<file path="src/rtl/tboc_pkg.sv">
// tboc_pkg: constants, types and decode functions of the tape buffer option loader
package tboc_pkg;

   // ---------------------------------------------------------------
   // switch positions, bit index is switch number minus one
   // ---------------------------------------------------------------
   localparam int SWA_RATE_0 = 0;
   localparam int SWA_RATE_1 = 1;
   localparam int SWA_RAMP_DELAY_LO = 2;
   localparam int SWA_RAMP_DELAY_HI = 3;
   localparam int SWA_BLOCK_LIMIT_LO = 4;
   localparam int SWA_BLOCK_LIMIT_HI = 5;
   localparam int SWA_RATE_2 = 6;
   localparam int SWA_SINGLE_TRACK_WRITE_FIX = 7;
   localparam int SWA_CACHE_LO = 8;
   localparam int SWA_CACHE_HI = 9;
   localparam int SWB_WRITE_RETRY_LO = 0;
   localparam int SWB_WRITE_RETRY_HI = 1;
   localparam int SWB_READ_RETRY_LO = 2;
   localparam int SWB_READ_RETRY_HI = 3;
   localparam int SWB_TM_SYNC = 4;
   localparam int SWB_EARLY_EOT = 5;
   localparam int SWB_LONG_RECORD = 7;
   localparam int SWB_FMT_ADDR = 8;
   localparam int SW_COUNT = 10;

   // ---------------------------------------------------------------
   // timing
   // ---------------------------------------------------------------
   localparam int CLOCK_PERIOD_NS = 10;
   localparam int RAMP_UNIT_NS = 1000000;
   localparam int RAMP_UNIT_CYCLES = RAMP_UNIT_NS / CLOCK_PERIOD_NS;
   localparam int RAMP_CNT_W = 21;
   localparam logic [1:0] BOOT_SETTLE = 2'h2;

   // ---------------------------------------------------------------
   // widths and limits
   // ---------------------------------------------------------------
   localparam int RATE_W = 10;
   localparam int BLK_W = 16;
   localparam logic [15:0] BLK_UNIT_BYTES = 16'h2000;
   localparam int REC_W = 4;
   localparam logic [3:0] EOT_REC_LIMIT = 4'h4;
   localparam logic [3:0] SINGLE_REC_LIMIT = 4'h1;
   localparam logic [1:0] TM_PAIR = 2'h2;
   localparam logic [1:0] TM_ONE = 2'h1;

   typedef struct packed {
      logic [2:0] rate_code;
      logic [1:0] ramp_code;
      logic [1:0] block_code;
      logic single_track_write_fix;
      logic [1:0] cache_addr;
      logic [1:0] write_retry;
      logic [1:0] read_retry;
      logic tm_sync;
      logic early_eot_single;
      logic long_record;
      logic fmt_addr;
   } tboc_cfg_s;

   typedef enum logic [2:0] {
      RAMP_IDLE = 3'b001,
      RAMP_WAIT = 3'b010,
      RAMP_OPEN = 3'b100
   } tboc_ramp_e;

   // ---------------------------------------------------------------
   // decode functions
   // ---------------------------------------------------------------
   function automatic logic [9:0] rate_of(input logic [2:0] code);
      logic [9:0] r;
      r = 10'h000;
      unique case (code)
         3'h0: r = 10'h3e8;
         3'h1: r = 10'h341;
         3'h2: r = 10'h2ca;
         3'h3: r = 10'h271;
         3'h4: r = 10'h1f4;
         3'h5: r = 10'h139;
         3'h6: r = 10'h0c8;
         3'h7: r = 10'h04c;
      endcase
      return r;
   endfunction

   function automatic logic [3:0] retry_limit(input logic [1:0] code);
      logic [3:0] r;
      r = 4'h0;
      unique case (code)
         2'h0: r = 4'h0;
         2'h1: r = 4'h5;
         2'h2: r = 4'ha;
         2'h3: r = 4'hf;
      endcase
      return r;
   endfunction

   function automatic logic [3:0] ramp_min_ms(input logic [1:0] code);
      logic [3:0] r;
      r = 4'h1;
      unique case (code)
         2'h0: r = 4'h1;
         2'h1: r = 4'h4;
         2'h2: r = 4'h8;
         2'h3: r = 4'hc;
      endcase
      return r;
   endfunction

   function automatic logic [15:0] block_bytes(input logic [1:0] code);
      return 16'(BLK_UNIT_BYTES * ({14'h0000, code} + 16'h0001));
   endfunction

endpackage

</file>
<file path="src/rtl/tboc_ramp_timer.sv">
// tboc_ramp_timer: interface ramp delay from busy falling to first strobe
`timescale 1ns/10ps
module tboc_ramp_timer #(
   parameter int P_CNT_W = 21
) (
   // clock and reset
   input wire logic i_clock,
   input wire logic i_rst_n,
   input wire logic i_clk_en,
   // control
   input wire logic i_busy,
   input wire logic [P_CNT_W-1:0] i_delay,
   // status
   output logic o_ramp_ok
);

   tboc_pkg::tboc_ramp_e state;
   tboc_pkg::tboc_ramp_e next_state;
   logic busy_q;
   logic [P_CNT_W-1:0] count;
   wire busy_fell = busy_q & ~i_busy;
   wire delay_done = (count + P_CNT_W'(1)) >= i_delay;

   always_comb begin
      next_state = state;
      unique case (state)
         tboc_pkg::RAMP_IDLE: if (busy_fell) next_state = tboc_pkg::RAMP_WAIT;
         tboc_pkg::RAMP_WAIT: begin
            if (i_busy) next_state = tboc_pkg::RAMP_IDLE;
            else if (delay_done) next_state = tboc_pkg::RAMP_OPEN;
         end
         tboc_pkg::RAMP_OPEN: if (i_busy) next_state = tboc_pkg::RAMP_IDLE;
         default: next_state = tboc_pkg::RAMP_IDLE;
      endcase
   end

   // strobes wait the selected ramp after busy drops
   always_ff @(posedge i_clock or negedge i_rst_n) begin
      if (!i_rst_n) begin
         state <= tboc_pkg::RAMP_IDLE;
         busy_q <= 1'b0;
         count <= '0;
         o_ramp_ok <= 1'b0;
      end else if (i_clk_en) begin
         state <= next_state;
         busy_q <= i_busy;
         count <= (state == tboc_pkg::RAMP_WAIT) ? count + P_CNT_W'(1) : '0;
         o_ramp_ok <= (next_state == tboc_pkg::RAMP_OPEN);
      end
   end

   a_ramp_closed_busy: assert property (@(posedge i_clock) disable iff (!i_rst_n)
      i_clk_en && busy_fell && i_delay > P_CNT_W'(1) |=> !o_ramp_ok)
      else $error("strobe allowed before ramp delay");

endmodule

</file>
<file path="src/rtl/tboc_top.sv">
// tboc_top: option switch loader and buffer policy logic of the tape cache card
`timescale 1ns/10ps
module tboc_top #(
   parameter int P_MS_CYCLES = tboc_pkg::RAMP_UNIT_CYCLES,
   parameter int P_FREE_W = 17
) (
   // clock, reset, enable
   input wire logic i_clock,
   input wire logic i_rst_n,
   input wire logic i_clk_en,
   // switch pins and front panel
   input wire logic [tboc_pkg::SW_COUNT-1:0] i_bank_a,
   input wire logic [tboc_pkg::SW_COUNT-1:0] i_bank_b,
   input wire logic i_alt_interface,
   input wire logic i_panel_reset,
   // host interface timing
   input wire logic i_busy,
   input wire logic i_read_req,
   input wire logic i_write_req,
   // buffer state
   input wire logic [P_FREE_W-1:0] i_free_space,
   input wire logic [tboc_pkg::REC_W-1:0] i_rec_count,
   input wire logic i_early_eot,
   input wire logic i_actual_eot,
   // tape marks and records
   input wire logic i_tape_mark,
   input wire logic i_data_record,
   // error reports
   input wire logic i_wr_error,
   input wire logic i_one_track,
   input wire logic i_wr_done,
   input wire logic i_rd_error,
   input wire logic i_rd_done,
   // mode change
   input wire logic i_mode_wr,
   input wire logic i_mode_long,
   // decoded configuration
   output tboc_pkg::tboc_cfg_s o_cfg,
   output logic [tboc_pkg::RATE_W-1:0] o_rate_kbps,
   output logic o_rate_valid,
   output logic [tboc_pkg::BLK_W-1:0] o_block_limit,
   output logic [1:0] o_cache_addr,
   output logic o_fmt_addr,
   output logic o_long_record,
   // host strobes
   output logic o_host_read_strobe,
   output logic o_host_write_strobe,
   // buffer policy
   output logic o_read_ahead,
   output logic o_status_hold,
   output logic o_accept_write,
   output logic o_drain,
   output logic o_dummy_status_ok,
   output logic o_verify_first,
   output logic o_buffer_sync,
   // retry decisions
   output logic o_wr_retry,
   output logic o_wr_give_up,
   output logic o_rd_retry,
   output logic o_rd_give_up
);

   // ---------------------------------------------------------------
   // pin synchronisers
   // ---------------------------------------------------------------
   logic [tboc_pkg::SW_COUNT-1:0] bank_a_m;
   logic [tboc_pkg::SW_COUNT-1:0] bank_a_s;
   logic [tboc_pkg::SW_COUNT-1:0] bank_b_m;
   logic [tboc_pkg::SW_COUNT-1:0] bank_b_s;
   logic alt_m;
   logic alt_s;
   logic panel_m;
   logic panel_s;
   logic panel_q;

   always_ff @(posedge i_clock or negedge i_rst_n) begin
      if (!i_rst_n) begin
         bank_a_m <= '0;
         bank_a_s <= '0;
         bank_b_m <= '0;
         bank_b_s <= '0;
         alt_m <= 1'b0;
         alt_s <= 1'b0;
         panel_m <= 1'b0;
         panel_s <= 1'b0;
         panel_q <= 1'b0;
      end else if (i_clk_en) begin
         bank_a_m <= i_bank_a;
         bank_a_s <= bank_a_m;
         bank_b_m <= i_bank_b;
         bank_b_s <= bank_b_m;
         alt_m <= i_alt_interface;
         alt_s <= alt_m;
         panel_m <= i_panel_reset;
         panel_s <= panel_m;
         panel_q <= panel_s;
      end
   end

   // ---------------------------------------------------------------
   // load strobe after reset release or panel reset
   // ---------------------------------------------------------------
   logic [1:0] settle;
   wire boot_load = (settle == tboc_pkg::BOOT_SETTLE);
   wire panel_load = panel_s & ~panel_q;
   wire load_pulse = boot_load | panel_load;

   always_ff @(posedge i_clock or negedge i_rst_n) begin
      if (!i_rst_n) begin
         settle <= 2'h0;
      end else if (i_clk_en && settle != 2'h3) begin
         settle <= settle + 2'h1;
      end
   end

   // ---------------------------------------------------------------
   // switch field decode, open switch reads as enabled
   // ---------------------------------------------------------------
   tboc_pkg::tboc_cfg_s next_cfg;
   always_comb begin
      next_cfg.rate_code = {bank_a_s[tboc_pkg::SWA_RATE_2], bank_a_s[tboc_pkg::SWA_RATE_1],
         bank_a_s[tboc_pkg::SWA_RATE_0]};
      next_cfg.ramp_code = {bank_a_s[tboc_pkg::SWA_RAMP_DELAY_HI], bank_a_s[tboc_pkg::SWA_RAMP_DELAY_LO]};
      next_cfg.block_code = {bank_a_s[tboc_pkg::SWA_BLOCK_LIMIT_HI], bank_a_s[tboc_pkg::SWA_BLOCK_LIMIT_LO]};
      next_cfg.single_track_write_fix = bank_a_s[tboc_pkg::SWA_SINGLE_TRACK_WRITE_FIX];
      next_cfg.cache_addr = {bank_a_s[tboc_pkg::SWA_CACHE_HI], bank_a_s[tboc_pkg::SWA_CACHE_LO]};
      next_cfg.write_retry = {bank_b_s[tboc_pkg::SWB_WRITE_RETRY_HI], bank_b_s[tboc_pkg::SWB_WRITE_RETRY_LO]};
      next_cfg.read_retry = {bank_b_s[tboc_pkg::SWB_READ_RETRY_HI], bank_b_s[tboc_pkg::SWB_READ_RETRY_LO]};
      next_cfg.tm_sync = bank_b_s[tboc_pkg::SWB_TM_SYNC];
      next_cfg.early_eot_single = bank_b_s[tboc_pkg::SWB_EARLY_EOT];
      next_cfg.long_record = bank_b_s[tboc_pkg::SWB_LONG_RECORD];
      next_cfg.fmt_addr = bank_b_s[tboc_pkg::SWB_FMT_ADDR];
      // bank b switch 7 and switch 10 have no field
   end

   // fields held static between loads
   always_ff @(posedge i_clock or negedge i_rst_n) begin
      if (!i_rst_n) begin
         o_cfg <= '0;
         o_rate_kbps <= '0;
         o_rate_valid <= 1'b0;
         o_block_limit <= '0;
         o_cache_addr <= 2'h0;
         o_fmt_addr <= 1'b0;
      end else if (i_clk_en && load_pulse) begin
         o_cfg <= next_cfg;
         o_rate_kbps <= alt_s ? '0 : tboc_pkg::rate_of(next_cfg.rate_code);
         o_rate_valid <= ~alt_s;
         o_block_limit <= tboc_pkg::block_bytes(next_cfg.block_code);
         o_cache_addr <= next_cfg.cache_addr;
         o_fmt_addr <= next_cfg.fmt_addr;
      end
   end

   // ---------------------------------------------------------------
   // record mode
   // ---------------------------------------------------------------
   always_ff @(posedge i_clock or negedge i_rst_n) begin
      if (!i_rst_n) begin
         o_long_record <= 1'b0;
      end else if (i_clk_en) begin
         if (load_pulse) o_long_record <= next_cfg.long_record;
         else if (i_mode_wr) o_long_record <= i_mode_long;
      end
   end

   // ---------------------------------------------------------------
   // interface ramp and host strobes
   // ---------------------------------------------------------------
   logic ramp_ok;
   wire [tboc_pkg::RAMP_CNT_W-1:0] ramp_cycles =
      tboc_pkg::RAMP_CNT_W'(tboc_pkg::ramp_min_ms(o_cfg.ramp_code) * P_MS_CYCLES);

   tboc_ramp_timer #(
      .P_CNT_W(tboc_pkg::RAMP_CNT_W)
   ) u_ramp (
      .i_clock(i_clock),
      .i_rst_n(i_rst_n),
      .i_clk_en(i_clk_en),
      .i_busy(i_busy),
      .i_delay(ramp_cycles),
      .o_ramp_ok(ramp_ok)
   );

   always_ff @(posedge i_clock or negedge i_rst_n) begin
      if (!i_rst_n) begin
         o_host_read_strobe <= 1'b0;
         o_host_write_strobe <= 1'b0;
      end else if (i_clk_en) begin
         o_host_read_strobe <= i_read_req & ramp_ok;
         o_host_write_strobe <= i_write_req & ramp_ok;
      end
   end

   // ---------------------------------------------------------------
   // buffer space and end of tape policy
   // ---------------------------------------------------------------
   wire space_short = i_free_space < P_FREE_W'(o_block_limit);
   wire single_mode = i_actual_eot | (i_early_eot & o_cfg.early_eot_single);
   wire four_mode = i_early_eot & ~single_mode;
   wire [tboc_pkg::REC_W-1:0] rec_limit = single_mode ? tboc_pkg::SINGLE_REC_LIMIT : tboc_pkg::EOT_REC_LIMIT;
   wire eot_limited = single_mode | four_mode;

   always_ff @(posedge i_clock or negedge i_rst_n) begin
      if (!i_rst_n) begin
         o_read_ahead <= 1'b0;
         o_status_hold <= 1'b0;
         o_accept_write <= 1'b0;
         o_drain <= 1'b0;
         o_dummy_status_ok <= 1'b0;
         o_verify_first <= 1'b0;
      end else if (i_clk_en) begin
         o_read_ahead <= ~space_short;
         o_status_hold <= space_short;
         o_accept_write <= ~eot_limited | (i_rec_count < rec_limit);
         o_drain <= four_mode & (i_rec_count > tboc_pkg::EOT_REC_LIMIT);
         o_dummy_status_ok <= ~single_mode;
         o_verify_first <= single_mode;
      end
   end

   // ---------------------------------------------------------------
   // tape mark buffer sync
   // ---------------------------------------------------------------
   logic [1:0] tm_count;
   wire [1:0] tm_need = o_cfg.tm_sync ? tboc_pkg::TM_PAIR : tboc_pkg::TM_ONE;
   wire [1:0] tm_next = tm_count + 2'h1;
   wire tm_hit = i_tape_mark & (tm_next >= tm_need);

   always_ff @(posedge i_clock or negedge i_rst_n) begin
      if (!i_rst_n) begin
         tm_count <= 2'h0;
         o_buffer_sync <= 1'b0;
      end else if (i_clk_en) begin
         o_buffer_sync <= tm_hit;
         if (tm_hit || i_data_record) tm_count <= 2'h0;
         else if (i_tape_mark) tm_count <= tm_next;
      end
   end

   // ---------------------------------------------------------------
   // retry counters
   // ---------------------------------------------------------------
   logic [3:0] wr_count;
   logic [3:0] rd_count;
   wire [3:0] wr_limit = tboc_pkg::retry_limit(o_cfg.write_retry);
   wire [3:0] rd_limit = tboc_pkg::retry_limit(o_cfg.read_retry);
   wire track_block = i_one_track & ~o_cfg.single_track_write_fix;
   wire wr_go = i_wr_error & ~track_block & (wr_count < wr_limit);
   wire rd_go = i_rd_error & (rd_count < rd_limit);

   always_ff @(posedge i_clock or negedge i_rst_n) begin
      if (!i_rst_n) begin
         wr_count <= 4'h0;
         rd_count <= 4'h0;
         o_wr_retry <= 1'b0;
         o_wr_give_up <= 1'b0;
         o_rd_retry <= 1'b0;
         o_rd_give_up <= 1'b0;
      end else if (i_clk_en) begin
         o_wr_retry <= wr_go;
         o_wr_give_up <= i_wr_error & ~wr_go;
         o_rd_retry <= rd_go;
         o_rd_give_up <= i_rd_error & ~rd_go;
         if (i_wr_done) wr_count <= 4'h0;
         else if (wr_go) wr_count <= wr_count + 4'h1;
         if (i_rd_done) rd_count <= 4'h0;
         else if (rd_go) rd_count <= rd_count + 4'h1;
      end
   end

   // ---------------------------------------------------------------
   // checks
   // ---------------------------------------------------------------
   a_rate_lookup: assert property (@(posedge i_clock) disable iff (!i_rst_n)
      o_rate_valid |-> o_rate_kbps == tboc_pkg::rate_of(o_cfg.rate_code))
      else $error("rate does not match code");

   a_rate_alt_off: assert property (@(posedge i_clock) disable iff (!i_rst_n)
      i_clk_en && load_pulse && alt_s |=> !o_rate_valid && o_rate_kbps == '0)
      else $error("rate bits used on alternate interface");

   a_block_limit: assert property (@(posedge i_clock) disable iff (!i_rst_n)
      i_clk_en && load_pulse |=> o_block_limit == 16'(16'h2000 * (16'(o_cfg.block_code) + 16'h1)))
      else $error("block limit decode wrong");

   a_space_hold: assert property (@(posedge i_clock) disable iff (!i_rst_n)
      i_clk_en && i_free_space < P_FREE_W'(o_block_limit) |=> !o_read_ahead && o_status_hold)
      else $error("read ahead with short buffer space");

   a_one_track_skip: assert property (@(posedge i_clock) disable iff (!i_rst_n)
      i_clk_en && i_wr_error && i_one_track && !o_cfg.single_track_write_fix |=> !o_wr_retry && o_wr_give_up)
      else $error("single track error retried with fix off");

   a_read_retry_cap: assert property (@(posedge i_clock) disable iff (!i_rst_n)
      i_clk_en && i_rd_error && rd_count >= tboc_pkg::retry_limit(o_cfg.read_retry) |=> !o_rd_retry)
      else $error("read retried past limit");

   a_write_retry_cap: assert property (@(posedge i_clock) disable iff (!i_rst_n)
      i_clk_en && i_wr_error && wr_count >= tboc_pkg::retry_limit(o_cfg.write_retry) |=> !o_wr_retry)
      else $error("write retried past limit");

   a_single_tm_sync: assert property (@(posedge i_clock) disable iff (!i_rst_n)
      i_clk_en && i_tape_mark && !o_cfg.tm_sync |=> o_buffer_sync)
      else $error("single tape mark did not sync");

   a_eot_one_record: assert property (@(posedge i_clock) disable iff (!i_rst_n)
      i_clk_en && i_actual_eot && i_rec_count != '0 |=> !o_accept_write && !o_dummy_status_ok)
      else $error("second record taken at end of tape");

   a_drain_to_four: assert property (@(posedge i_clock) disable iff (!i_rst_n)
      i_clk_en && i_early_eot && !i_actual_eot && !o_cfg.early_eot_single && i_rec_count > 4'h4
      |=> o_drain)
      else $error("no drain above four records");

   a_mode_default: assert property (@(posedge i_clock) disable iff (!i_rst_n)
      i_clk_en && load_pulse |=> o_long_record == o_cfg.long_record)
      else $error("record mode not loaded from switch");

endmodule

</file>
<file path="config.mk">
export PLATFORM = sky130hd
export DESIGN_NAME = tboc_top
export DESIGN_NICKNAME = d
export VERILOG_FILES = /design/src/rtl/tboc_pkg.sv /design/src/rtl/tboc_ramp_timer.sv /design/src/rtl/tboc_top.sv
export SDC_FILE = /design/constraint.sdc
export NUM_CORES = 1
export LEC_CHECK = 0
export BUFFER_PORTS_ARGS = -buffer_cell sky130_fd_sc_hd__buf_2
export CAP_MARGIN = 20
export CORE_ASPECT_RATIO = 0.5
export CORE_UTILIZATION = 30
export CTS_CLUSTER_DIAMETER = 200
export DETAILED_ROUTE_END_ITERATION = 12
export MAX_ROUTING_LAYER = met4
export PLACE_DENSITY = 0.49
export SKIP_LAST_GASP = 1
export SYNTH_ARGS = -nofsm -noshare
export SYNTH_HDL_FRONTEND = slang
export SYNTH_SLANG_ARGS = --single-unit
export TNS_END_PERCENT = 100
</file>
<file path="constraint.sdc">
create_clock -name i_clock -period 4.8 [get_ports i_clock]
set_clock_uncertainty 0.2 [all_clocks]
set_input_delay 0.48 -clock i_clock [delete_from_list [all_inputs] [get_ports i_clock]]
set_output_delay 0.48 -clock i_clock [all_outputs]
set_load 0.005 [all_outputs]
</file>
# == Word level (Yosys, flattened, before mapping) ==
# Memories as Yosys holds them, arrays and structs flattened.
# Cells that the tools add are included.
# Widths: inputs -> output; s select.
# op_classes
n_bitwise,28
order_cmp,7
muxes,20
n_reduce_logical,14
eq_ne,15
addsub,6
multipliers,1
# ops
op,n
$pmux 4 s4,3
$add 21x1->21 const B,1
$ge 21x21->1,1
$mux 21,1
$lt 17x16->1,1
$mul 4x12->16 const B,1
$mux 4,4
$mux 3,5
$and 1x1->1,14
$eq 2x2->1 const B,7
$mux 10,1
$not 1->1,10
$pmux 3 s3,1
$add 4x1->4 const B,2
$lt 4x4->1,2
$reduce_and 2->1,4
$reduce_bool 2->1,4
$eq 2x1->1 const B,3
$eq 3x3->1 const B,2
$logic_not 2->1,3
$mux 2,3
$add 2x1->2 const B,2
$gt 4x3->1 const B,1
$lt 4x3->1,1
other kinds (9),14
# totals
wordCells,137
register_bits,127
mem_count,1
mem_bits_ro,80
# memory_table
name,words,width,rd,rd_ports_with_merged_regs,wr,line_no,text
(no name shown),8,10,1,0,0,tboc_pkg.sv:74,unique case (code)

# == Longest topological paths before layout ==
# Gate-level depths: netlist (run 1).
# depth
word_depth,8
ltp_mapped,13
depth_no_buf,13

# == By module ==
# Synthesis (run 1) repeated with hierarchy kept, for this count alone.
# hier_totals
hier_cells,623
area_unflattened_um2,6722.7
# modules_own_cells
mod,instances,area_each_um2,cells_each
tboc_top,1,4657.0,387
tboc_ramp_timer,1,2065.7,236

# == Least setup slack after synthesis (run 1) ==
# Ideal clock, no wire load.
# synth_timing
path_kind,reg2reg
from,reg u_ramp.count[0]
to,reg u_ramp.state[2]
stages_incl_launch_ff,14
synth_period_minus_slack_ps,3062
slack_ps,1738
n_path_buf,0
t_arrival_ps,2744
cell_sequence,dfrtp_1 ha_1 and3_1 nand3_1 nor2_1 nand3_1 xnor2_1 ha_1 nand2_1 o21ai_0 a2111o_1 o221ai_1 o311ai_1 a21bo_1
# synth_via
elab_chain_cells,5
# synth_lines
element,line_no,text
start: declaration,tboc_ramp_timer.sv:20,logic [P_CNT_W-1:0] count;
start signal: assignment,tboc_ramp_timer.sv:47,count <= (state == tboc_pkg::RAMP_WAIT) ? count + P_CNT_W'(1) : '0;
$add 21x1->21,tboc_ramp_timer.sv:22,wire delay_done = (count + P_CNT_W'(1)) >= i_delay;
$ge 21x21->1,tboc_ramp_timer.sv:22,
$mux 3,tboc_ramp_timer.sv:30,else if (delay_done) next_state = tboc_pkg::RAMP_OPEN;
$mux 3,tboc_ramp_timer.sv:29,if (i_busy) next_state = tboc_pkg::RAMP_IDLE;
$pmux 3 s3,tboc_ramp_timer.sv:26,unique case (state)
end signal: assignment,tboc_ramp_timer.sv:40,state <= tboc_pkg::RAMP_IDLE;
end signal: assignment,tboc_ramp_timer.sv:45,state <= next_state;
end: declaration,tboc_ramp_timer.sv:17,tboc_pkg::tboc_ramp_e state;
# Every way passes these cells.
# A chain may end at the register's enable or synchronous reset.

# == Worst setup path after layout (run 1) ==
# layout_timing
from,reg u_ramp.count[6]
to,reg u_ramp.state[1]
# The elaborated chain is that of the path after synthesis.

==> results of run 1 <==
-- cell usage after synthesis (8+ instances only) --
cell type,count,area share
sky130_fd_sc_hd__dfrtp_1,124,0.48
sky130_fd_sc_hd__and3_1,8,0.0078
sky130_fd_sc_hd__nand2_1,51,0.030
sky130_fd_sc_hd__ha_1,43,0.083
sky130_fd_sc_hd__inv_1,34,0.020
sky130_fd_sc_hd__clkbuf_1,21,0.012
sky130_fd_sc_hd__xor2_1,8,0.011
sky130_fd_sc_hd__a21oi_1,17,0.013
sky130_fd_sc_hd__a21o_1,9,0.010
sky130_fd_sc_hd__nand3_1,21,0.016
sky130_fd_sc_hd__nor2_1,24,0.014
sky130_fd_sc_hd__o21ai_0,39,0.030
sky130_fd_sc_hd__buf_4,16,0.019
sky130_fd_sc_hd__mux2_2,61,0.11
sky130_fd_sc_hd__xnor2_1,10,0.014
sky130_fd_sc_hd__o31ai_1,9,0.010
-- stage by stage --
stage,hold slack [ns],setup slack (ns),instance area (sq um),cells,util
3_5_place_dp,0.269,0.918,7130,937,0.342
3_3_place_gp,0.258,1.01,7130,937,0.342
5_1_grt,0.0266,0.585,7770,969,0.373
2_1_floorplan,-0.0156,1.74,6500,610,-
6_report,-0.0203,0.938,7770,969,0.373
4_1_cts,0.0116,0.845,7770,969,0.373
-- layer usage --
| layer | vias up | share of wire | routed length, microns |
|---|---|---|---|
| met2 | 54 | 0.48 | 6610 |
| met4 | 0 | 0.0033 | 45 |
| met5 | - | 0 | 0 |
| met3 | 4 | 0.027 | 375 |
| met1 | 2244 | 0.49 | 6760 |
| li1 | 2267 | - | - |
-- registers in the layout (all words and copies together), names as in the netlist, 2 cells and up --
register / count
u_ramp.count: 21
o_cfg: 15
bank_a_m: 10
bank_a_s: 10
o_rate_kbps: 10
bank_b_m: 8
bank_b_s: 8
rd_count: 4
wr_count: 4
o_block_limit: 3
u_ramp.state: 3
o_cache_addr: 2
settle: 2
tm_count: 2
-- cell type report --
type	instances	area, sq um
Clock inverter	13	190
Sequential cell	125	3130
Multi-Input combinational cell	406	3010
Timing Repair Buffer	98	520
Tap cell	273	342
Inverter	35	131
Fill cell	2086	13100
Clock buffer	19	443
-- report_power, final --
part	internal, W	total, W	switching, W
Combinational	0.000475	0.000968	0.000493
Sequential	0.00129	0.00147	0.000174
Clock	0.000886	0.00138	0.000494
Total	0.00265	0.00381	0.00116
-- cell families after synthesis --
family | after synthesis | share of synthesized area
flops | 125 | 0.485
xor+xnor | 18 | 0.0244
fa+ha+maj | 43 | 0.0834
buf+inv | 79 | 0.0560
simple gates | 144 | 0.112
other cells | 1 | 0.000581
compound gates | 123 | 0.126
mux | 65 | 0.113
-- worst max-delay path, cell delays in order, from the launching register on --
cell and delay [ns]:
sky130_fd_sc_hd__dfrtp_1 0.47, sky130_fd_sc_hd__nand4_2 0.23, sky130_fd_sc_hd__or4_4 0.57, sky130_fd_sc_hd__nor2_4 0.19, sky130_fd_sc_hd__and3_4 0.23, sky130_fd_sc_hd__xor2_1 0.17
sky130_fd_sc_hd__ha_1 0.27, sky130_fd_sc_hd__nand4_1 0.12, sky130_fd_sc_hd__a21oi_1 0.05, sky130_fd_sc_hd__a2111oi_0 0.64, sky130_fd_sc_hd__o311ai_1 0.32, sky130_fd_sc_hd__o31ai_1 0.29
-- how the worst min path moves through the flow --
stage	slack [ns]	start	cells after the start	endpoint
after CTS	0.01	i_rst_n	2	bank_b_m[4]$_DFFE_PN0P_
after global placement	0.26	o_read_ahead$_DFFE_PN0P_	1	o_read_ahead$_DFFE_PN0P_
after detailed placement	0.27	o_rate_kbps[5]$_DFFE_PN0P_	2	o_rate_kbps[5]$_DFFE_PN0P_
after floorplan	-0.02	i_rst_n	0	alt_m$_DFFE_PN0P_
final	-0.02	i_rst_n	2	bank_b_m[4]$_DFFE_PN0P_
after global routing	0.03	i_rst_n	2	o_buffer_sync$_DFFE_PN0P_
==> flow_summary.json, run 1 <==
{
  "required_ns": 4.90,
  "number_of_antenna_violations_at_the_first_check_in_global_routing": 0,
  "postCtsSetupBuffers": 0,
  "globalRouteMet3Util": 0.0319,
  "finalSetupViolations": 0,
  "synth_cell_types": 63,
  "ys.warnings.count": 0,
  "post-route-min-period_ns": 3.86,
  "drt.antenna.violating_nets": 0,
  "io_buffers": 93,
  "worst-slew-pin-transition_ns": 0.690,
  "tritoncts.num_buffers": 17,
  "cts_root_buffer": "sky130_fd_sc_hd__clkbuf_16",
  "asyncSetResetFlopFracSynth": 1.00,
  "synth-edff-count": 0,
  "r2r-start": "u_ramp.count[6]$_DFFE_PN0P_",
  "grt_remaining_overflow": 0,
  "die-width_microns": 209,
  "syn_area_per_cell_sq_um": 10.8,
  "clkSlewWorstSetupHoldPaths_ns": 0.06,
  "regToRegSetupSlack_ns": 0.94,
  "initial_core_utilization": 0.310,
  "layout-drive-gt1-share": 0.289,
  "leakagePower_nw": 3.69,
  "r2r-end": "u_ramp.state[1]$_DFFE_PN0P_",
  "routability_congestion_estimate": 0.803,
  "place.detailed.hpwl_mm": 9.38,
  "first_pass_grt_wire_length_mm": 24.0,
  "setup.worst_path.class": "reg2reg",
  "detail_route.wl_per_cell_microns": 14.2,
  "min_path_type": "in2async",
  "grtUsageTotal": 0.140,
  "holdBufCountCts": 0,
  "die_extent_in_y_microns": 106,
  "cts_num_sinks": 125,
  "timing.critical_path.fanout_max": 8,
  "tritoncts_clock_tree": "built",
  "totalPowerFinal_w": 0.00381,
  "worstSetupEndpointType": "flop",
  "area_growth_pct": 20.3,
  "max_clock_freq_ghz": 0.259,
  "diodes": 0,
  "busiest_layer": "met2",
  "result_of_the_run": "finished with violations",
  "syn_inst_count": 598,
  "layout_commonest_cell": "sky130_fd_sc_hd__dfrtp_1",
  "ff2ff_path_depth": 11,
  "worst_vdd_rail_ir_drop_uv": 216,
  "groute.layer.met1.usage": 0.180,
  "worstSetupStartpointType": "flop",
  "fin_crit_sh": 0.804,
  "whs_ns": -0.0203,
  "grt_start_max_net_pins": 126,
  "final_net_count": 786,
  "hold_viol_final": 26,
  "count_of_pins_over_their_slew_limit": 0,
  "core_area_sq_um": 20800,
  "failed_checks": "hold timing",
  "yosys_register_bits": 125,
  "final_cell_mix": "sky130_fd_sc_hd__dfrtp_1, sky130_fd_sc_hd__buf_2, sky130_fd_sc_hd__mux2_2",
  "cp_data_arrival_time_ns": 3.96,
  "die_area_sq_um": 22100,
  "post-route-drc-count": 0,
  "grtUsageMet2": 0.222,
  "power.density_nw_per_um2": 491,
  "boundaryPins": 122,
  "routed_via_density": 4.72,
  "max_cap_viol_count": 0,
  "drtPass1Iterations": 4,
  "setup.worst_path.end": "u_ramp.state[1]$_DFFE_PN0P_",
  "worst_slew_margin_rel": 0.528,
  "synthFlopType": "sky130_fd_sc_hd__dfrtp_1",
  "cts-htree-levels": 4,
  "fin_setup_tns_ns": 0,
  "clk_latency_ns": 0.41,
  "fp-row-count": 37,
  "syn-cell-area_sq_um": 6450,
  "dr_total_vias": 4569,
  "post_cts_resize_count": 0,
  "drt_first_iter_violations": 234,
  "yosysSeqAreaShare": 0.485,
  "totalWireLength_mm": 13.8,
  "cts.path.max_buffers": 2,
  "grt_setup_unrepaired": "false",
  "setup.worst_path.start": "u_ramp.count[6]$_DFFE_PN0P_",
  "grt_pass1_vias": 4702
}
Note: power is estimated with default switching activity, not from simulation.
==> inputs of run 2 (changes only) <==
--- a/config.mk
+++ b/config.mk
@@ -5,6 +5,7 @@
 export SDC_FILE = /design/constraint.sdc
 export NUM_CORES = 1
 export LEC_CHECK = 0
+export ABC_AREA = 1
 export BUFFER_PORTS_ARGS = -buffer_cell sky130_fd_sc_hd__buf_2
 export CAP_MARGIN = 20
 export CORE_ASPECT_RATIO = 0.5
@@ -12,7 +13,7 @@
 export CTS_CLUSTER_DIAMETER = 200
 export DETAILED_ROUTE_END_ITERATION = 12
 export MAX_ROUTING_LAYER = met4
-export PLACE_DENSITY = 0.49
+export PLACE_DENSITY = 0.5
 export SKIP_LAST_GASP = 1
 export SYNTH_ARGS = -nofsm -noshare
 export SYNTH_HDL_FRONTEND = slang
==> constraint.sdc (replaced) <==
create_clock -name i_clock -period 3.9 [get_ports i_clock]
set_clock_uncertainty 0.2 [all_clocks]
set_input_delay 0.39 -clock i_clock [delete_from_list [all_inputs] [get_ports i_clock]]
set_output_delay 0.39 -clock i_clock [all_outputs]
set_load 0.005 [all_outputs]
==> flow_summary.json, run 2 <==
{
  "result_of_the_run": "completed",
  "cp_slowest_cell": "sky130_fd_sc_hd__dfrtp_1",
  "cts_num_sinks": 125,
  "min_path_type": "in2reg",
  "grt_setup_unrepaired": "false",
  "fin_setup_tns_ns": 0,
  "syn_inst_count": 740,
  "totalPowerFinal_w": 0.00448,
  "post-route-util": 0.381,
  "routability_congestion_estimate": 0.830,
  "die-width_microns": 208,
  "place.detailed.hpwl_mm": 9.98,
  "routed_via_density": 4.44,
  "worst-slew-pin-transition_ns": 0.935,
  "initial_core_utilization": 0.307,
  "synth_top_cells_by_area": "sky130_fd_sc_hd__dfrtp_1, sky130_fd_sc_hd__nand2_1, sky130_fd_sc_hd__ha_1",
  "worstSetupEndpointType": "flop",
  "fin_crit_sh": 0.770,
  "layout-drive-gt1-share": 0.170,
  "die_extent_in_y_microns": 105,
  "ff2ff_path_depth": 20,
  "worstSetupStartpointType": "flop",
  "finalSetupViolations": 0,
  "post-route-drc-count": 0,
  "syn_area_per_cell_sq_um": 8.57,
  "leakagePower_nw": 4.11,
  "detail_route.wl_per_cell_microns": 12.9,
  "post_synth_most_frequent_cells": "sky130_fd_sc_hd__nand2_1, sky130_fd_sc_hd__dfrtp_1, sky130_fd_sc_hd__inv_1, sky130_fd_sc_hd__o21ai_0, sky130_fd_sc_hd__ha_1",
  "clk_latency_ns": 0.41,
  "hold_viol_final": 0,
  "grt_start_max_net_pins": 67,
  "count_of_pins_over_their_slew_limit": 0,
  "registers.top_by_ff_count": "u_ramp.count",
  "setup.worst_path.start": "u_ramp.count[0]$_DFFE_PN0P_",
  "max_clock_freq_ghz": 0.333,
  "totalWireLength_mm": 14.8,
  "fp-row-count": 37,
  "synth_cell_types": 42,
  "yosysSeqAreaShare": 0.494,
  "synth.largest_area_cell": "sky130_fd_sc_hd__dfrtp_1",
  "clkSlewWorstSetupHoldPaths_ns": 0.06,
  "yosys.cell_count.top_type": "sky130_fd_sc_hd__nand2_1",
  "drt_first_iter_violations": 241,
  "drtPass1Iterations": 4,
  "stdcell_area_sq_um": 7870,
  "number_of_antenna_violations_at_the_first_check_in_global_routing": 0,
  "placedInstanceArea_sq_um": 7040,
  "tritoncts.num_buffers": 17,
  "die_area_sq_um": 21800,
  "final_net_count": 960,
  "area_growth_pct": 24.1,
  "multi_input_area_sq_um": 2750,
  "asyncSetResetFlopFracSynth": 1.00,
  "required_ns": 4.00,
  "cts-htree-levels": 4,
  "timing.critical_path.fanout_max": 4,
  "whs_ns": 0.0112,
  "max_cap_viol_count": 0,
  "final_cell_mix": "sky130_fd_sc_hd__nand2_1, sky130_fd_sc_hd__dfrtp_1, sky130_fd_sc_hd__buf_2",
  "ys.warnings.count": 0,
  "setup.worst_path.end": "u_ramp.state[2]$_DFFE_PN0P_",
  "critical_path.most_common_cell": "sky130_fd_sc_hd__nand2_1",
  "regArea_sq_um": 3130,
  "r2r-end": "u_ramp.state[2]$_DFFE_PN0P_",
  "synth_top_cell_area_share": 0.489,
  "core_area_sq_um": 20600,
  "boundaryPins": 122,
  "synth-edff-count": 0,
  "grt_pass1_vias": 5086,
  "synthFlopType": "sky130_fd_sc_hd__dfrtp_1",
  "setup.worst_path.class": "reg2reg",
  "fillers": 2163,
  "io_buffers": 93,
  "yosys_register_bits": 125,
  "cpPeakStageDelay_ns": 0.39,
  "tritoncts_clock_tree": "built",
  "worst_slew_margin_rel": 0.376,
  "largest_reg_flops": 21,
  "layout_commonest_cell": "sky130_fd_sc_hd__nand2_1",
  "diodes": 0,
  "biggestRegsByFlops": "u_ramp.count: 21 flops, o_cfg: 15 flops",
  "grt_remaining_overflow": 0,
  "regToRegSetupSlack_ns": 0.90,
  "cts_root_buffer": "sky130_fd_sc_hd__clkbuf_16",
  "post-route-min-period_ns": 3.00,
  "worstPathCellList": "ha_1, nand2_1, nor2_4, nand3_2, nor3_4, inv_2, nor2_4, nand3_2, xor2_1, ha_1, nand2_1, inv_1, o21ai_0, nand2_1, a21oi_1, nand2_1, inv_1, nand3_1, nand3b_1, nand2_1",
  "cp_data_arrival_time_ns": 3.10,
  "grtUsageTotal": 0.151,
  "power.density_nw_per_um2": 569,
  "first_pass_grt_wire_length_mm": 25.4,
  "cts.path.max_buffers": 2,
  "drt.antenna.violating_nets": 0,
  "worst_vdd_rail_ir_drop_uv": 314,
  "dr_total_vias": 5076,
  "r2r-start": "u_ramp.count[0]$_DFFE_PN0P_",
  "syn-cell-area_sq_um": 6340
}
[run 2: cell types whose count changed after synthesis, moves of 5 or more]
cell and delta:
sky130_fd_sc_hd__mux2_2 -60, sky130_fd_sc_hd__o31ai_1 -5, sky130_fd_sc_hd__xnor2_1 -9, sky130_fd_sc_hd__nand2_1 +191
sky130_fd_sc_hd__inv_1 +44, sky130_fd_sc_hd__xor2_1 +9, sky130_fd_sc_hd__a21o_1 -8, sky130_fd_sc_hd__nand2b_1 -7
sky130_fd_sc_hd__o21ai_0 +29, sky130_fd_sc_hd__and3_1 -8, sky130_fd_sc_hd__nor2b_1 -6
[run 2: kinds of logic after synthesis]
logic type | count (synthesis) | synth area share
AND/OR/NAND/NOR | 321 | 0.217
XOR/XNOR | 18 | 0.0249
other | 1 | 0.000591
multiplexers | 1 | 0.00178
flip-flops | 125 | 0.494
adder cells (fa/ha/maj) | 43 | 0.0849
buffers and inverters | 118 | 0.0797
AO/OA/AOI/OAI | 113 | 0.0979
[run 2: worst min-delay path by stage]
stage / from / to / slack [ns] / cells past startpoint
6_report: i_bank_b[2] / bank_b_m[2]$_DFFE_PN0P_ / 0.01 / 3
5_1_grt: i_rd_error / o_rd_give_up$_DFFE_PN0P_ / 0.01 / 3
4_1_cts: i_bank_b[2] / bank_b_m[2]$_DFFE_PN0P_ / 0.005 / 3
3_5_place_dp: o_rate_valid$_DFFE_PN0P_ / o_rate_valid$_DFFE_PN0P_ / 0.26 / 2
3_3_place_gp: o_rate_valid$_DFFE_PN0P_ / o_rate_valid$_DFFE_PN0P_ / 0.25 / 2
2_1_floorplan: i_rst_n / alt_m$_DFFE_PN0P_ / -0.11 / 0
[run 2: where the power goes]
group / internal, W / switching [W] / total, W
Combinational: 0.000477 / 0.000633 / 0.00111
Sequential: 0.00158 / 0.000180 / 0.00176
Clock: 0.00102 / 0.000594 / 0.00161
[run 2: cell type report]
| type | instances | share of cell area |
|---|---|---|
| Clock buffer | 21 | 0.0572 |
| Clock inverter | 10 | 0.0180 |
| Inverter | 81 | 0.0386 |
| Multi-Input combinational cell | 509 | 0.349 |
| Sequential cell | 125 | 0.398 |
| Tap cell | 273 | 0.0434 |
| Timing Repair Buffer | 123 | 0.0957 |
[run 2: repair_timing]
action                    in CTS  in global routing
gates resized for setup        0                  0
setup buffers                  0                  0
hold endpoints to repair      87                  0
hold buffers                  24                  0
[run 2: per-stage QoR]
step	std cells	setup slack, ns
floorplan	752	1.19
global placement	1087	0.921
detailed placement	1087	0.940
CTS	1142	0.899
global route	1142	0.464
finish	1142	0.898
[run 2: routing by layer]
metal | vias to the layer above | share of wire | track usage
met5 | - | 0 | -
met4 | 0 | 0.013 | 0.0480
met3 | 16 | 0.025 | 0.0346
met2 | 63 | 0.46 | 0.238
met1 | 2423 | 0.50 | 0.192
li1 | 2574 | - | -
[run 2: critical path, delay by kind of cell, from the launching register on]
family / cells / cell delay, ns
buf+inv: 3 / 0.16
xor+xnor: 1 / 0.16
simple gates: 12 / 1.14
flops: 1 / 0.39
compound gates: 2 / 0.27
fa+ha+maj: 2 / 0.56
==> inputs of run 3 (changes only) <==
--- a/config.mk
+++ b/config.mk
@@ -13,7 +13,7 @@
 export CTS_CLUSTER_DIAMETER = 200
 export DETAILED_ROUTE_END_ITERATION = 12
 export MAX_ROUTING_LAYER = met4
-export PLACE_DENSITY = 0.5
+export PLACE_DENSITY = 0.51
 export SKIP_LAST_GASP = 1
 export SYNTH_ARGS = -nofsm -noshare
 export SYNTH_HDL_FRONTEND = slang
==> constraint.sdc (replaced) <==
create_clock -name i_clock -period 2.6 [get_ports i_clock]
set_clock_uncertainty 0.2 [all_clocks]
set_input_delay 0.26 -clock i_clock [delete_from_list [all_inputs] [get_ports i_clock]]
set_output_delay 0.26 -clock i_clock [all_outputs]
set_load 0.005 [all_outputs]
==> flow_summary.json, run 3 (synthesized netlist as in run 2, its figures left out) <==
{
  "clkSlewWorstSetupHoldPaths_ns": 0.06,
  "cpPeakStageDelay_ns": 0.42,
  "tritoncts_clock_tree": "built",
  "worst-slew-pin-transition_ns": 0.666,
  "critical_path.most_common_cell": "sky130_fd_sc_hd__nand2_1",
  "io_buffers": 93,
  "grt_remaining_overflow": 0,
  "layout-drive-gt1-share": 0.225,
  "pre_cts_ws_ns": -0.188,
  "hold_path.startpoint": "i_free_space[15]",
  "placedInstanceArea_sq_um": 7370,
  "die_area_sq_um": 21800,
  "worst_slew_margin_rel": 0.556,
  "cp_data_arrival_time_ns": 2.93,
  "largest_reg_flops": 21,
  "dr_total_vias": 5260,
  "diodes": 0,
  "min_path_type": "in2reg",
  "tritoncts.num_buffers": 17,
  "clk_latency_ns": 0.42,
  "grt_start_max_net_pins": 61,
  "post-route-util": 0.412,
  "routed_via_density": 4.37,
  "clock_power_share": 0.362,
  "routability_congestion_estimate": 0.853,
  "area_growth_pct": 34.2,
  "r2r-end": "u_ramp.o_ramp_ok$_DFFE_PN0P_",
  "count_of_pins_over_their_slew_limit": 0,
  "required_ns": 2.71,
  "post-route-min-period_ns": 2.82,
  "regToRegSetupSlack_ns": -0.22,
  "totalWireLength_mm": 15.1,
  "finalWorstSetupSlack_ns": -0.222,
  "failed_checks": "setup timing",
  "cts_num_sinks": 125,
  "stdcell_area_sq_um": 8510,
  "setup.worst_path.class": "reg2reg",
  "drtPass1Iterations": 5,
  "initial_core_utilization": 0.307,
  "min_delay_path_depth": 5,
  "grt_setup_unrepaired": "true",
  "hold_path_end": "o_status_hold$_DFFE_PN0P_",
  "timing.critical_path.fanout_max": 3,
  "drt_first_iter_violations": 227,
  "registers.top_by_ff_count": "u_ramp.count",
  "combPwrFrac": 0.258,
  "cts.path.max_buffers": 2,
  "die_extent_in_y_microns": 105,
  "fp-row-count": 37,
  "power_frac_seq": 0.380,
  "grtUsageTotal": 0.155,
  "fin_crit_sh": 1.09,
  "hold_viol_final": 0,
  "die-width_microns": 208,
  "final_cell_mix": "sky130_fd_sc_hd__nand2_1, sky130_fd_sc_hd__dfrtp_1, sky130_fd_sc_hd__buf_2",
  "power.internal_w": 0.00472,
  "place.detailed.hpwl_mm": 10.4,
  "final_net_count": 1020,
  "r2r-start": "u_ramp.count[0]$_DFFE_PN0P_",
  "leakagePower_nw": 4.45,
  "cts-htree-levels": 4,
  "number_of_antenna_violations_at_the_first_check_in_global_routing": 0,
  "drt.antenna.violating_nets": 0,
  "worstSetupEndpointType": "flop",
  "boundaryPins": 122,
  "grt_pass1_vias": 5285,
  "result_of_the_run": "finished with violations",
  "dpl.cell_count": 1127,
  "ff2ff_path_depth": 20,
  "switching_share": 0.321,
  "layout_commonest_cell": "sky130_fd_sc_hd__nand2_1",
  "first_pass_grt_wire_length_mm": 25.9,
  "detail_route.wl_per_cell_microns": 12.5,
  "core_area_sq_um": 20600,
  "biggestRegsByFlops": "u_ramp.count: 21 flops, o_cfg: 15 flops",
  "worstSetupStartpointType": "flop",
  "worst_vdd_rail_ir_drop_uv": 422,
  "max_clock_freq_ghz": 0.354,
  "worstPathCellList": "ha_4, nand2_4, nor2_4, nand3_2, nor3_4, inv_2, nor2_4, nand3_2, xor2_2, ha_1, nand2_1, inv_1, o21ai_1, nand2_1, a21oi_2, nand2_1, inv_1, nand3_1, nand3b_1, nand2_1",
  "power.density_nw_per_um2": 816,
  "total_switching_power_w": 0.00223,
  "finalSetupViolations": 3,
  "post-route-drc-count": 0,
  "cts_root_buffer": "sky130_fd_sc_hd__clkbuf_16",
  "max_cap_viol_count": 0,
  "cp_slowest_cell": "sky130_fd_sc_hd__dfrtp_1",
  "post_layout_nonfiller_instances": 1203
}
[run 3: power by group through the flow]
stage | clock (W) | combinational [W] | sequential [W]
after CTS | 0.00258 | 0.00176 | 0.00264
after floorplan | 0 | 0.00101 | 0.00266
after global placement | 0 | 0.00166 | 0.00266
after global routing | 0.00266 | 0.00210 | 0.00270
after detailed placement | 0 | 0.00168 | 0.00268
final | 0.00252 | 0.00179 | 0.00264
[run 3: layer usage]
| metal | routed length, microns | GRT usage | vias to the layer above |
|---|---|---|---|
| met5 | 0 | - | - |
| met4 | 212 | 0.0496 | 0 |
| met3 | 363 | 0.0382 | 17 |
| met2 | 6860 | 0.242 | 54 |
| met1 | 7630 | 0.197 | 2490 |
| li1 | - | - | 2699 |
[run 3: how the worst max path moves through the flow]
stage / from / end
floorplan: u_ramp.count[0]$_DFFE_PN0P_ / u_ramp.o_ramp_ok$_DFFE_PN0P_
global placement: u_ramp.count[0]$_DFFE_PN0P_ / u_ramp.o_ramp_ok$_DFFE_PN0P_
detailed placement: u_ramp.count[0]$_DFFE_PN0P_ / u_ramp.state[1]$_DFFE_PN0P_
CTS: u_ramp.count[0]$_DFFE_PN0P_ / u_ramp.o_ramp_ok$_DFFE_PN0P_
global route: u_ramp.count[0]$_DFFE_PN0P_ / u_ramp.o_ramp_ok$_DFFE_PN0P_
finish: u_ramp.count[0]$_DFFE_PN0P_ / u_ramp.o_ramp_ok$_DFFE_PN0P_
[run 3: critical path: cells and delay by family (launching register included)]
family,cells,cell delay (ns)
adders and majority gates,2,0.47
DFF,1,0.42
xor gates and xnor gates,1,0.16
AOI/OAI and AO/OA,2,0.24
buffers and inverters,3,0.17
and+or+nand+nor,12,1.05
[run 3: repair_timing]
| action | CTS | global route |
|---|---|---|
| hold endpoints to repair | 72 | 0 |
| resized for setup | 2 | 14 |
| setup endpoints to repair | 11 | 3 |
| hold buffers | 39 | 0 |
| pin swaps | 4 | 2 |
| buffers inserted | 2 | 2 |
| gates cloned | 0 | 0 |
[run 3: area by class of cell]
cell class	count	area (sq um)
Clock buffer	18	439
Tap cell	273	342
Inverter	81	304
Multi-Input combinational cell	509	2840
Fill cell	2115	12100
Clock inverter	14	180
Timing Repair Buffer	183	1270
Sequential cell	125	3130
[run 3: through the flow]
| stage | hold slack [ns] | setup TNS, ns | total power, W |
|---|---|---|---|
| 2_1_floorplan | -0.236 | -0.107 | 0.00367 |
| 3_3_place_gp | 0.0582 | -0.593 | 0.00431 |
| 3_5_place_dp | 0.0590 | -0.977 | 0.00436 |
| 4_1_cts | 0.0658 | -1.02 | 0.00698 |
| 5_1_grt | 0.109 | -1.39 | 0.00746 |
| 6_report | 0.0875 | -0.666 | 0.00695 |
